`src/tec_pkg.sv`:
```
// Package for the timer event and flag control block.
// Assumes a 32-bit AHB-Lite register bus with one aligned word per register.
package tec_pkg;

   // Printed register indices; the byte address is four times the index.
   localparam logic [7:0] IDX_BV_CLEAR = 8'h06;
   localparam logic [7:0] IDX_BV_SET = 8'h07;
   localparam logic [7:0] IDX_EV_CTRL = 8'h09;
   localparam logic [7:0] IDX_INT_EN = 8'h0A;
   localparam logic [7:0] IDX_INT_FLAGS = 8'h0B;
   localparam logic [7:0] IDX_DEBUG = 8'h0E;
   localparam logic [7:0] IDX_COUNT = 8'h20;
   localparam logic [7:0] IDX_PERIOD_BUF = 8'h36;
   localparam logic [7:0] IDX_CMP0_BUF = 8'h38;

   // Field positions.
   localparam int BV_PER = 0;
   localparam int BV_CMP0 = 1;
   localparam int EV_A_EN = 0;
   localparam int EV_A_ACT_LO = 1;
   localparam int EV_B_EN = 4;
   localparam int EV_B_ACT_LO = 5;
   localparam int INT_WRAP = 0;
   localparam int INT_CMP0 = 4;
   localparam int DBG_RUN = 0;

   // Reset values.
   localparam logic [7:0] RST_BYTE = 8'h00;
   localparam logic [15:0] RST_PERIOD = 16'hFFFF;
   localparam logic [15:0] RST_CMP = 16'h0000;

   // Input A actions.
   localparam logic [2:0] A_COUNT_RISING = 3'h0;
   localparam logic [2:0] A_COUNT_EITHER_EDGE = 3'h1;
   localparam logic [2:0] A_COUNT_WHILE_HIGH = 3'h2;
   localparam logic [2:0] A_DIRECTION_BY_EVENT = 3'h3;
   // Input B actions.
   localparam logic [2:0] B_NONE = 3'h0;
   localparam logic [2:0] B_DIRECTION_BY_EVENT = 3'h3;
   localparam logic [2:0] B_RESTART_RISING = 3'h4;
   localparam logic [2:0] B_RESTART_EITHER_EDGE = 3'h5;
   localparam logic [2:0] B_RESTART_WHILE_HIGH = 3'h6;

   // Bus phase state, Gray coded.
   typedef enum logic [1:0] {
      TEC_IDLE = 2'b00,
      TEC_WRITE = 2'b01,
      TEC_READ = 2'b11
   } tec_phase_type;

   // Event sample pair.
   typedef struct packed {
      logic a;
      logic b;
   } tec_events_type;

   // Counter core hooks.
   typedef struct packed {
      logic count_step;
      logic count_down;
      logic restart;
   } tec_core_cmd_type;

endpackage : tec_pkg

```
`src/tec_timer_ctrl.sv`:
```
// Control and status logic of a 16-bit timer in normal mode.
// Assumes a 20 MHz system clock, an AHB-Lite master and a counter core outside.
`timescale 1ns/1ps
module tec_timer_ctrl
   import tec_pkg::*;
#(
   parameter int CHANNELS = 3
) (
   // Clock and reset.
   input wire logic CLK_SYS_I,
   input wire logic RESETN_I,
   // AHB-Lite slave.
   input wire logic HSEL_I,
   input wire logic [31:0] HADDR_I,
   input wire logic [1:0] HTRANS_I,
   input wire logic HWRITE_I,
   input wire logic [2:0] HSIZE_I,
   input wire logic [31:0] HWDATA_I,
   input wire logic HREADY_I,
   output logic [31:0] HRDATA_O,
   output logic HREADYOUT_O,
   output logic HRESP_O,
   // Event inputs and debug state.
   input wire logic EVENT_A_I,
   input wire logic EVENT_B_I,
   input wire logic DEBUG_BREAK_I,
   // Counter core hooks.
   input wire logic PRESCALED_TICK_I,
   input wire logic UPDATE_I,
   input wire logic AT_TOP_I,
   input wire logic AT_BOTTOM_I,
   input wire logic [2:0] WAVEFORM_MODE_I,
   input wire logic [15:0] COUNT_VALUE_I,
   output logic COUNT_STEP_O,
   output logic COUNT_DOWN_O,
   output logic RESTART_O,
   output logic TIMER_RUN_O,
   output logic [16*CHANNELS-1:0] COMPARE_REGISTER_O,
   output logic [15:0] PERIOD_BUFFER_O,
   // Interrupt requests.
   output logic WRAP_IRQ_O,
   output logic [CHANNELS-1:0] COMPARE_IRQ_O
);

   // The field layout holds exactly three compare channels.
   if (CHANNELS != 3) begin : g_bad_channels
      $error("CHANNELS must be 3");
   end

   tec_phase_type phase_q;
   logic [7:0] idx_q;
   logic [7:0] bv_q;
   logic [7:0] ev_ctrl_q;
   logic [7:0] int_en_q;
   logic [7:0] flags_q;
   logic [7:0] bv_d;
   logic [7:0] flags_d;
   logic [7:0] debug_q;
   logic [15:0] period_buf_q;
   logic [15:0] cmp_buf_q [CHANNELS];
   logic [15:0] cmp_q [CHANNELS];
   tec_events_type ev_q;
   logic dir_q;
   logic [31:0] rdata_d;
   logic wr_en;
   logic run;
   logic a_on;
   logic b_on;
   logic a_rise;
   logic a_any;
   logic b_rise;
   logic b_any;
   logic step;
   logic [2:0] act_a;
   logic [2:0] act_b;
   logic [CHANNELS-1:0] cmp_hit;
   logic wrap_hit;
   tec_core_cmd_type cmd;

   // Address phase capture; every transfer completes with no wait state.
   always_ff @(posedge CLK_SYS_I or negedge RESETN_I) begin
      if (!RESETN_I) begin
         phase_q <= TEC_IDLE;
         idx_q <= RST_BYTE;
      end else if (HREADY_I) begin
         if (HSEL_I && HTRANS_I[1]) begin
            phase_q <= HWRITE_I ? TEC_WRITE : TEC_READ;
            idx_q <= HADDR_I[9:2];
         end else begin
            phase_q <= TEC_IDLE;
         end
      end
   end

   assign wr_en = (phase_q == TEC_WRITE);
   assign HREADYOUT_O = 1'b1;
   assign HRESP_O = 1'b0;

   // Read mux; unmapped and write-only addresses read zero.
   always_comb begin
      rdata_d = 32'h0000_0000;
      case (HADDR_I[9:2])
         IDX_BV_CLEAR: rdata_d[7:0] = bv_q;
         IDX_BV_SET: rdata_d[7:0] = bv_q;
         IDX_EV_CTRL: rdata_d[7:0] = ev_ctrl_q;
         IDX_INT_EN: rdata_d[7:0] = int_en_q;
         IDX_INT_FLAGS: rdata_d[7:0] = flags_q;
         IDX_DEBUG: rdata_d[7:0] = debug_q;
         IDX_COUNT: rdata_d[15:0] = COUNT_VALUE_I;
         IDX_PERIOD_BUF: rdata_d[15:0] = period_buf_q;
         default: rdata_d = 32'h0000_0000;
      endcase
   end

   // Read data is registered at the address phase edge.
   always_ff @(posedge CLK_SYS_I or negedge RESETN_I) begin
      if (!RESETN_I) begin
         HRDATA_O <= 32'h0000_0000;
      end else if (HREADY_I && HSEL_I && HTRANS_I[1] && !HWRITE_I) begin
         HRDATA_O <= rdata_d;
      end
   end

   // Plain control registers.
   always_ff @(posedge CLK_SYS_I or negedge RESETN_I) begin
      if (!RESETN_I) begin
         ev_ctrl_q <= RST_BYTE;
         int_en_q <= RST_BYTE;
         debug_q <= RST_BYTE;
         period_buf_q <= RST_PERIOD;
      end else if (wr_en) begin
         if (idx_q == IDX_EV_CTRL) begin
            ev_ctrl_q <= HWDATA_I[7:0];
         end
         if (idx_q == IDX_INT_EN) begin
            int_en_q <= HWDATA_I[7:0] & 8'h71;
         end
         if (idx_q == IDX_DEBUG) begin
            debug_q <= HWDATA_I[7:0] & 8'h01;
         end
         if (idx_q == IDX_PERIOD_BUF) begin
            period_buf_q <= HWDATA_I[15:0];
         end
      end
   end

   assign PERIOD_BUFFER_O = period_buf_q;

   // Compare buffers and compare registers, one set per channel.
   for (genvar n = 0; n < CHANNELS; n++) begin : g_chan
      always_ff @(posedge CLK_SYS_I or negedge RESETN_I) begin
         if (!RESETN_I) begin
            cmp_buf_q[n] <= RST_CMP;
            cmp_q[n] <= RST_CMP;
         end else begin
            if (wr_en && idx_q == IDX_CMP0_BUF + 8'(n)) begin
               cmp_buf_q[n] <= HWDATA_I[15:0];
            end
            if (UPDATE_I) begin
               cmp_q[n] <= cmp_buf_q[n];
            end
         end
      end
      assign COMPARE_REGISTER_O[16*n +: 16] = cmp_q[n];
      assign cmp_hit[n] = run && (COUNT_VALUE_I == cmp_q[n]);
   end

   // Buffer-valid next value; buffer writes and the set register win over update.
   always_comb begin
      bv_d = bv_q;
      if (UPDATE_I) begin
         bv_d = 8'h00;
      end
      if (wr_en && idx_q == IDX_BV_CLEAR) begin
         bv_d = bv_d & ~(HWDATA_I[7:0] & 8'h0F);
      end
      if (wr_en && idx_q == IDX_BV_SET) begin
         bv_d = bv_d | (HWDATA_I[7:0] & 8'h0F);
      end
      if (wr_en && idx_q == IDX_PERIOD_BUF) begin
         bv_d[BV_PER] = 1'b1;
      end
      for (int n = 0; n < CHANNELS; n++) begin
         if (wr_en && idx_q == IDX_CMP0_BUF + 8'(n)) begin
            bv_d[BV_CMP0 + n] = 1'b1;
         end
      end
   end

   // Buffer-valid register.
   always_ff @(posedge CLK_SYS_I or negedge RESETN_I) begin
      if (!RESETN_I) begin
         bv_q <= RST_BYTE;
      end else begin
         bv_q <= bv_d;
      end
   end

   // Timer runs unless the processor is in break debug with debug-run clear.
   assign run = !DEBUG_BREAK_I || debug_q[DBG_RUN];
   assign TIMER_RUN_O = run;

   // Event input sampling for edge detection.
   always_ff @(posedge CLK_SYS_I or negedge RESETN_I) begin
      if (!RESETN_I) begin
         ev_q <= '0;
      end else begin
         ev_q.a <= EVENT_A_I;
         ev_q.b <= EVENT_B_I;
      end
   end

   assign act_a = ev_ctrl_q[EV_A_ACT_LO +: 3];
   assign act_b = ev_ctrl_q[EV_B_ACT_LO +: 3];
   assign a_on = run && ev_ctrl_q[EV_A_EN];
   assign b_on = run && ev_ctrl_q[EV_B_EN];
   assign a_rise = EVENT_A_I && !ev_q.a;
   assign a_any = EVENT_A_I != ev_q.a;
   assign b_rise = EVENT_B_I && !ev_q.b;
   assign b_any = EVENT_B_I != ev_q.b;

   // Count step source from the input A action.
   always_comb begin
      step = run && PRESCALED_TICK_I;
      if (a_on) begin
         case (act_a)
            A_COUNT_RISING: step = a_rise;
            A_COUNT_EITHER_EDGE: step = a_any;
            A_COUNT_WHILE_HIGH: step = PRESCALED_TICK_I && EVENT_A_I;
            A_DIRECTION_BY_EVENT: step = PRESCALED_TICK_I;
            default: step = 1'b0;
         endcase
      end
   end

   // Direction latched on each count step when an event steers it.
   always_ff @(posedge CLK_SYS_I or negedge RESETN_I) begin
      if (!RESETN_I) begin
         dir_q <= 1'b0;
      end else if (step) begin
         if (b_on && act_b == B_DIRECTION_BY_EVENT) begin
            dir_q <= EVENT_B_I;
         end else if (a_on && act_a == A_DIRECTION_BY_EVENT) begin
            dir_q <= EVENT_A_I;
         end
      end
   end

   // Restart command from the input B action.
   always_comb begin
      cmd.count_step = step;
      cmd.count_down = dir_q;
      cmd.restart = 1'b0;
      if (b_on) begin
         case (act_b)
            B_RESTART_RISING: cmd.restart = b_rise;
            B_RESTART_EITHER_EDGE: cmd.restart = b_any;
            B_RESTART_WHILE_HIGH: cmd.restart = EVENT_B_I;
            default: cmd.restart = 1'b0;
         endcase
      end
   end

   assign COUNT_STEP_O = cmd.count_step;
   assign COUNT_DOWN_O = cmd.count_down;
   assign RESTART_O = cmd.restart;

   // Wrap condition chosen by the waveform mode.
   always_comb begin
      case (WAVEFORM_MODE_I)
         3'h0, 3'h1, 3'h5: wrap_hit = AT_TOP_I;
         3'h6: wrap_hit = AT_TOP_I || AT_BOTTOM_I;
         3'h3, 3'h7: wrap_hit = AT_BOTTOM_I;
         default: wrap_hit = 1'b0;
      endcase
   end

   // Sticky flag next value; a hardware set wins over a one-write clear.
   always_comb begin
      flags_d = flags_q;
      if (wr_en && idx_q == IDX_INT_FLAGS) begin
         flags_d = flags_d & ~(HWDATA_I[7:0] & 8'h71);
      end
      if (run && wrap_hit) begin
         flags_d[INT_WRAP] = 1'b1;
      end
      flags_d[INT_CMP0 +: 3] = flags_d[INT_CMP0 +: 3] | cmp_hit;
   end

   // Interrupt flag register.
   always_ff @(posedge CLK_SYS_I or negedge RESETN_I) begin
      if (!RESETN_I) begin
         flags_q <= RST_BYTE;
      end else begin
         flags_q <= flags_d;
      end
   end

   // Interrupt requests.
   assign WRAP_IRQ_O = flags_q[INT_WRAP] && int_en_q[INT_WRAP];
   assign COMPARE_IRQ_O = flags_q[INT_CMP0 +: 3] & int_en_q[INT_CMP0 +: 3];

   // Checks.
   a_bv_update: assert property (@(posedge CLK_SYS_I) disable iff (!RESETN_I)
      UPDATE_I && !wr_en |=> bv_q[3:0] == 4'h0)
      else $error("buffer-valid bits not cleared by update");
   a_bv_period: assert property (@(posedge CLK_SYS_I) disable iff (!RESETN_I)
      wr_en && idx_q == IDX_PERIOD_BUF |=> bv_q[BV_PER])
      else $error("period buffer-valid not set");
   a_bv_cmp0: assert property (@(posedge CLK_SYS_I) disable iff (!RESETN_I)
      wr_en && idx_q == IDX_CMP0_BUF |=> bv_q[BV_CMP0])
      else $error("compare buffer-valid not set");
   a_bv_setreg: assert property (@(posedge CLK_SYS_I) disable iff (!RESETN_I)
      wr_en && idx_q == IDX_BV_SET |=> (bv_q[3:0] & $past(HWDATA_I[3:0])) == $past(HWDATA_I[3:0]))
      else $error("set register failed");
   a_cmp_load: assert property (@(posedge CLK_SYS_I) disable iff (!RESETN_I)
      UPDATE_I |=> cmp_q[0] == $past(cmp_buf_q[0]))
      else $error("compare not loaded on update");
   a_flag_sticky: assert property (@(posedge CLK_SYS_I) disable iff (!RESETN_I)
      flags_q[INT_CMP0] && !(wr_en && idx_q == IDX_INT_FLAGS) |=> flags_q[INT_CMP0])
      else $error("compare flag lost");
   a_wrap_sticky: assert property (@(posedge CLK_SYS_I) disable iff (!RESETN_I)
      flags_q[INT_WRAP] && !(wr_en && idx_q == IDX_INT_FLAGS) |=> flags_q[INT_WRAP])
      else $error("wrap flag lost");
   a_cmp_match: assert property (@(posedge CLK_SYS_I) disable iff (!RESETN_I)
      run && COUNT_VALUE_I == cmp_q[1] |=> flags_q[INT_CMP0 + 1])
      else $error("compare flag not set on match");
   a_debug_halt: assert property (@(posedge CLK_SYS_I) disable iff (!RESETN_I)
      DEBUG_BREAK_I && !debug_q[DBG_RUN] |-> !COUNT_STEP_O && !RESTART_O)
      else $error("timer active in break debug");
   a_b_off: assert property (@(posedge CLK_SYS_I) disable iff (!RESETN_I)
      !ev_ctrl_q[EV_B_EN] |-> !RESTART_O)
      else $error("input B acted while disabled");
   a_irq_level: assert property (@(posedge CLK_SYS_I) disable iff (!RESETN_I)
      run && wrap_hit && int_en_q[INT_WRAP] && !(wr_en && idx_q == IDX_INT_EN) |=> WRAP_IRQ_O)
      else $error("wrap request mismatch");
   a_wrap_bottom: assert property (@(posedge CLK_SYS_I) disable iff (!RESETN_I)
      run && WAVEFORM_MODE_I == 3'h3 && AT_BOTTOM_I |=> flags_q[INT_WRAP])
      else $error("wrap flag not set at bottom");
   a_restart_rise: assert property (@(posedge CLK_SYS_I) disable iff (!RESETN_I)
      b_on && act_b == B_RESTART_RISING && $rose(EVENT_B_I) |-> RESTART_O)
      else $error("no restart on input B rise");
   a_count_rise: assert property (@(posedge CLK_SYS_I) disable iff (!RESETN_I)
      a_on && act_a == A_COUNT_RISING && $rose(EVENT_A_I) |-> COUNT_STEP_O)
      else $error("no step on input A rise");
   a_a_off: assert property (@(posedge CLK_SYS_I) disable iff (!RESETN_I)
      run && !ev_ctrl_q[EV_A_EN] |-> COUNT_STEP_O == PRESCALED_TICK_I)
      else $error("input A acted while disabled");
   a_dir_latch: assert property (@(posedge CLK_SYS_I) disable iff (!RESETN_I)
      COUNT_STEP_O && a_on && act_a == A_DIRECTION_BY_EVENT && act_b != B_DIRECTION_BY_EVENT
      |=> COUNT_DOWN_O == $past(EVENT_A_I))
      else $error("input A direction not latched");
   a_bv_clear: assert property (@(posedge CLK_SYS_I) disable iff (!RESETN_I)
      wr_en && idx_q == IDX_BV_CLEAR |=> (bv_q[3:0] & $past(HWDATA_I[3:0])) == 4'h0)
      else $error("clear register failed");
   c_restart: cover property (@(posedge CLK_SYS_I) RESTART_O);
   c_irq: cover property (@(posedge CLK_SYS_I) COMPARE_IRQ_O != 3'b000);
   c_down: cover property (@(posedge CLK_SYS_I) COUNT_STEP_O && COUNT_DOWN_O);
   c_bottom: cover property (@(posedge CLK_SYS_I) WAVEFORM_MODE_I == 3'h3 && AT_BOTTOM_I);

endmodule : tec_timer_ctrl

```
`config.mk`:
```
export PLATFORM = sky130hd
export DESIGN_NAME = tec_timer_ctrl
export DESIGN_NICKNAME = d
export VERILOG_FILES = /design/src/tec_pkg.sv /design/src/tec_timer_ctrl.sv
export SDC_FILE = /design/constraint.sdc
export NUM_CORES = 1
export LEC_CHECK = 0
export BUFFER_PORTS_ARGS = -buffer_cell sky130_fd_sc_hd__buf_2
export CORE_MARGIN = 2
export CORE_UTILIZATION = 53
export CTS_CLUSTER_DIAMETER = 100
export DETAILED_ROUTE_END_ITERATION = 10
export GPL_TIMING_DRIVEN = 1
export PLACE_DENSITY = 0.82
export SYNTH_ARGS = -nofsm -noshare
export SYNTH_HDL_FRONTEND = slang
export SYNTH_SLANG_ARGS = --single-unit
```
`constraint.sdc`:
```
create_clock -name CLK_SYS_I -period 2.4 [get_ports CLK_SYS_I]
set_input_delay 0 -clock CLK_SYS_I [delete_from_list [all_inputs] [get_ports CLK_SYS_I]]
set_output_delay 0 -clock CLK_SYS_I [all_outputs]
set_load 0.01 [all_outputs]
```
==> metrics.yaml <==
synthesis:
  synth_edf_count: 0
  synth_area_um2: 7496
  synth-main-ff-cell: "dfrtp_1"
  synth_seq_area_share: 0.5435
  synth_top_family_by_area: "multiplexers"
  yosys_warnings: 0
  synth_compound_area_frac: 0.06026
  yosys.area_share.simple: 0.08346
  synthArstFlopShare: 1.000
  synth_fa_ha_area_frac: 0.001669
  syn_area_per_cell_um2: 12.97
  synthMuxAreaShare: 0.2138
  syn_inst: 578
  synth-xor-area-share: 0.05725
  synth_seq_cells: 162
  ys_types: 52
clock_network:
  clk_pin_slew_ns: 0.06
  insertion_delay_ns: 0.44
  cts_htree_levels: 4
  ctsLongestPathBuffers: 2
  cts_tree: "done"
  cts_buffers: 17
  cts_resized: 0
  cts-root-buf: "clkbuf_16"
  clock_sinks: 162
cells_and_area:
  final.fill_count: 977
  nets: 871
  drive_gt1_frac: 0.4483
  fin_util: 0.6767
  multi_input_area_um2: 3196
  areaGrowthSynthToFinish_pct: 24.82
  final_cell_mix: "146 x dfrtp_1, 142 x buf_2, 125 x mux2_2, 49 x xnor2_1, 35 x dlygate4sd3_1"
  ff_latch_area_um2: 4074
  antenna_cells: 0
  layout_commonest_cell: "dfrtp_1"
sta:
  grt_setup_unrepaired: "no"
  fmax_ghz: 0.4384
  fin_crit_sh: 0.9503
  hold_viol: 0
  finClkSkew_ns: 0.01468
  worst_pin_slew_ns: 0.7452
  period_minus_slack_ns: 2.281
  slew_violations: 0
  hold-worst-slack_ns: 0.004639
  tns_ns: 0
  setup_viol_count_final: 0
  slew_headroom: 0.4994
worst_setup_path:
  reg2reg_from: "idx_q[7]"
  crit_start: "idx_q[7]"
  critPathMaxFanout: 17
  worstSetupPathType: "reg -> reg"
  arrival_ns: 2.60
  crit_end: "cmp_buf_q[7]"
  r2r_cells: 5
  reg2reg_slack_ns: 0.12
  endpoint_kind: "register"
  worst_ep_required_time_ns: 2.71
  worst_setup_path_start_kind: "register"
  reg2reg_to: "cmp_buf_q[7]"
drt:
  via_count: 5542
  dr.pass1.iters: 6
  drt-total-wl_um: 20410
  ant_nets: 0
  wire_per_inst_um: 21.20
  drt_iter0_markers: 356
  drc: 0
  viasPerCell: 5.755
global_route:
  grt_overflow: 0
  antenna_found_initial: 0
  grt_pass1_wl_um: 31150
  grt_use_total: 0.2799
  grt_pass1_vias: 5651
  grt_max_degree: 65
outcome:
  status: "finished, final reports clean"
floorplanning:
  std_cell_rows: 43
  fp.dieW_um: 122.9
  start_util: 0.5421
  die_h_um: 122.9
  die-area_um2: 15110
  ios: 206
  core_um2: 13830
power_and_ir_drop:
  vdd_ir_drop_max_v: 0.0004481
  cellPowerDensity_nw_per_um2: 717.8
  leakage_nw: 4.501
hold_path:
  min_path_type: "in -> reg"
placed_design:
  port_buffers: 143
  dpl.hpwl_um: 14070
  place.gp.congestion: 0.8842
job:
  drv_cap: 0
==> power breakdown <==
group          switching (mW)  leakage (nW)  total, mW  internal [mW]
Combinational           0.437          2.15      0.855          0.418
Clock                    1.07         0.284       2.73           1.66
Sequential              0.187          2.07       3.13           2.94
==> how the worst min path moves through the flow <==
| stage | startpoint | endpoint | slack, ns | cells after the start |
|---|---|---|---|---|
| 6_report | HSEL_I | phase_q[0] | 0.005 | 4 |
| 5_1_grt | COUNT_VALUE_I[14] | HRDATA_O[14] | 0.04 | 3 |
| 4_1_cts | COUNT_VALUE_I[6] | HRDATA_O[6] | 0.0006 | 3 |
| 3_5_place_dp | RESETN_I | HRDATA_O[5] | -0.03 | 1 |
| 3_3_place_gp | RESETN_I | HRDATA_O[12] | -0.04 | 1 |
| 2_1_floorplan | RESETN_I | COMPARE_REGISTER_O[0] | -0.30 | 0 |
==> sequential cells by signal, summed over array words and instances (netlist names) <==
signal,count
cmp_buf_q,48
bv_q,4
ev_q,2
phase_q,2
HRDATA_O,16
COUNT_DOWN_O,1
int_en_q,4
flags_q,4
ev_ctrl_q,8
COMPARE_REGISTER_O,48
idx_q,8
debug_q,1
PERIOD_BUFFER_O,16
==> stage by stage <==
step | instance area (µm²) | power, mW | worst slack [ns] | std cells
2_1_floorplan | 7556 | 3.596 | 0.2031 | 594
5_1_grt | 9356 | 6.933 | 0.07730 | 963
3_5_place_dp | 8418 | 3.965 | 0.1505 | 896
6_report | 9356 | 6.716 | 0.1192 | 963
3_3_place_gp | 8418 | 3.920 | 0.1814 | 896
4_1_cts | 9356 | 6.719 | 0.1258 | 963
==> kinds of logic (layout without fill, tap and decap cells) <==
logic type	count (synthesis)	count (layout)
AOI/OAI and AO/OA	65	65
adders and majority gates	1	1
DFF	162	162
other	2	18
and+or+nand+nor	108	108
xor gates and xnor gates	49	49
buffers and inverters	51	240
muxes	140	140
==> cells in the mapped netlist (7+ instances only) <==
master / instances / area share
nand4_1: 9 / 0.0075
xnor2_1: 49 / 0.057
a22oi_1: 12 / 0.012
nand2b_1: 9 / 0.0075
inv_1: 12 / 0.0060
nand3_1: 11 / 0.0073
clkbuf_1: 12 / 0.0060
buf_4: 20 / 0.020
nand2_1: 30 / 0.015
nor2_1: 11 / 0.0055
nor4_1: 7 / 0.0058
mux2_4: 9 / 0.018
dfrtp_1: 146 / 0.49
mux2_2: 125 / 0.19
o21ai_0: 19 / 0.013
dfstp_2: 16 / 0.056
a21oi_1: 8 / 0.0053
==> cell type report <==
cell class | instances | share of cell area
Sequential cell | 162 | 0.4354
Inverter | 13 | 0.005215
Timing Repair Buffer | 195 | 0.1309
Multi-Input combinational cell | 381 | 0.3415
Clock inverter | 10 | 0.01431
Tap cell | 180 | 0.02407
Clock buffer | 22 | 0.04854
==> metal layers <==
layer  wire (µm)  global-route usage
met5           0                   0
met4         595             0.09842
met3        1370             0.07149
met2       10230              0.4713
met1        8218              0.3514
==> critical path, stage by stage, from the launching register on <==
cell	delay (ns)
dfrtp_1	0.37
or4b_4	0.59
inv_2	0.09
nand3_4	0.11
or4_4	0.63
mux2_4	0.36
==> timing repair <==
item,4_1_cts,5_1_grt
endpoints found under the setup margin,0,0
hold endpoints to repair,219,0
setup buffers,0,0
hold buffers,35,0
Power figures use the tool's default switching activity.
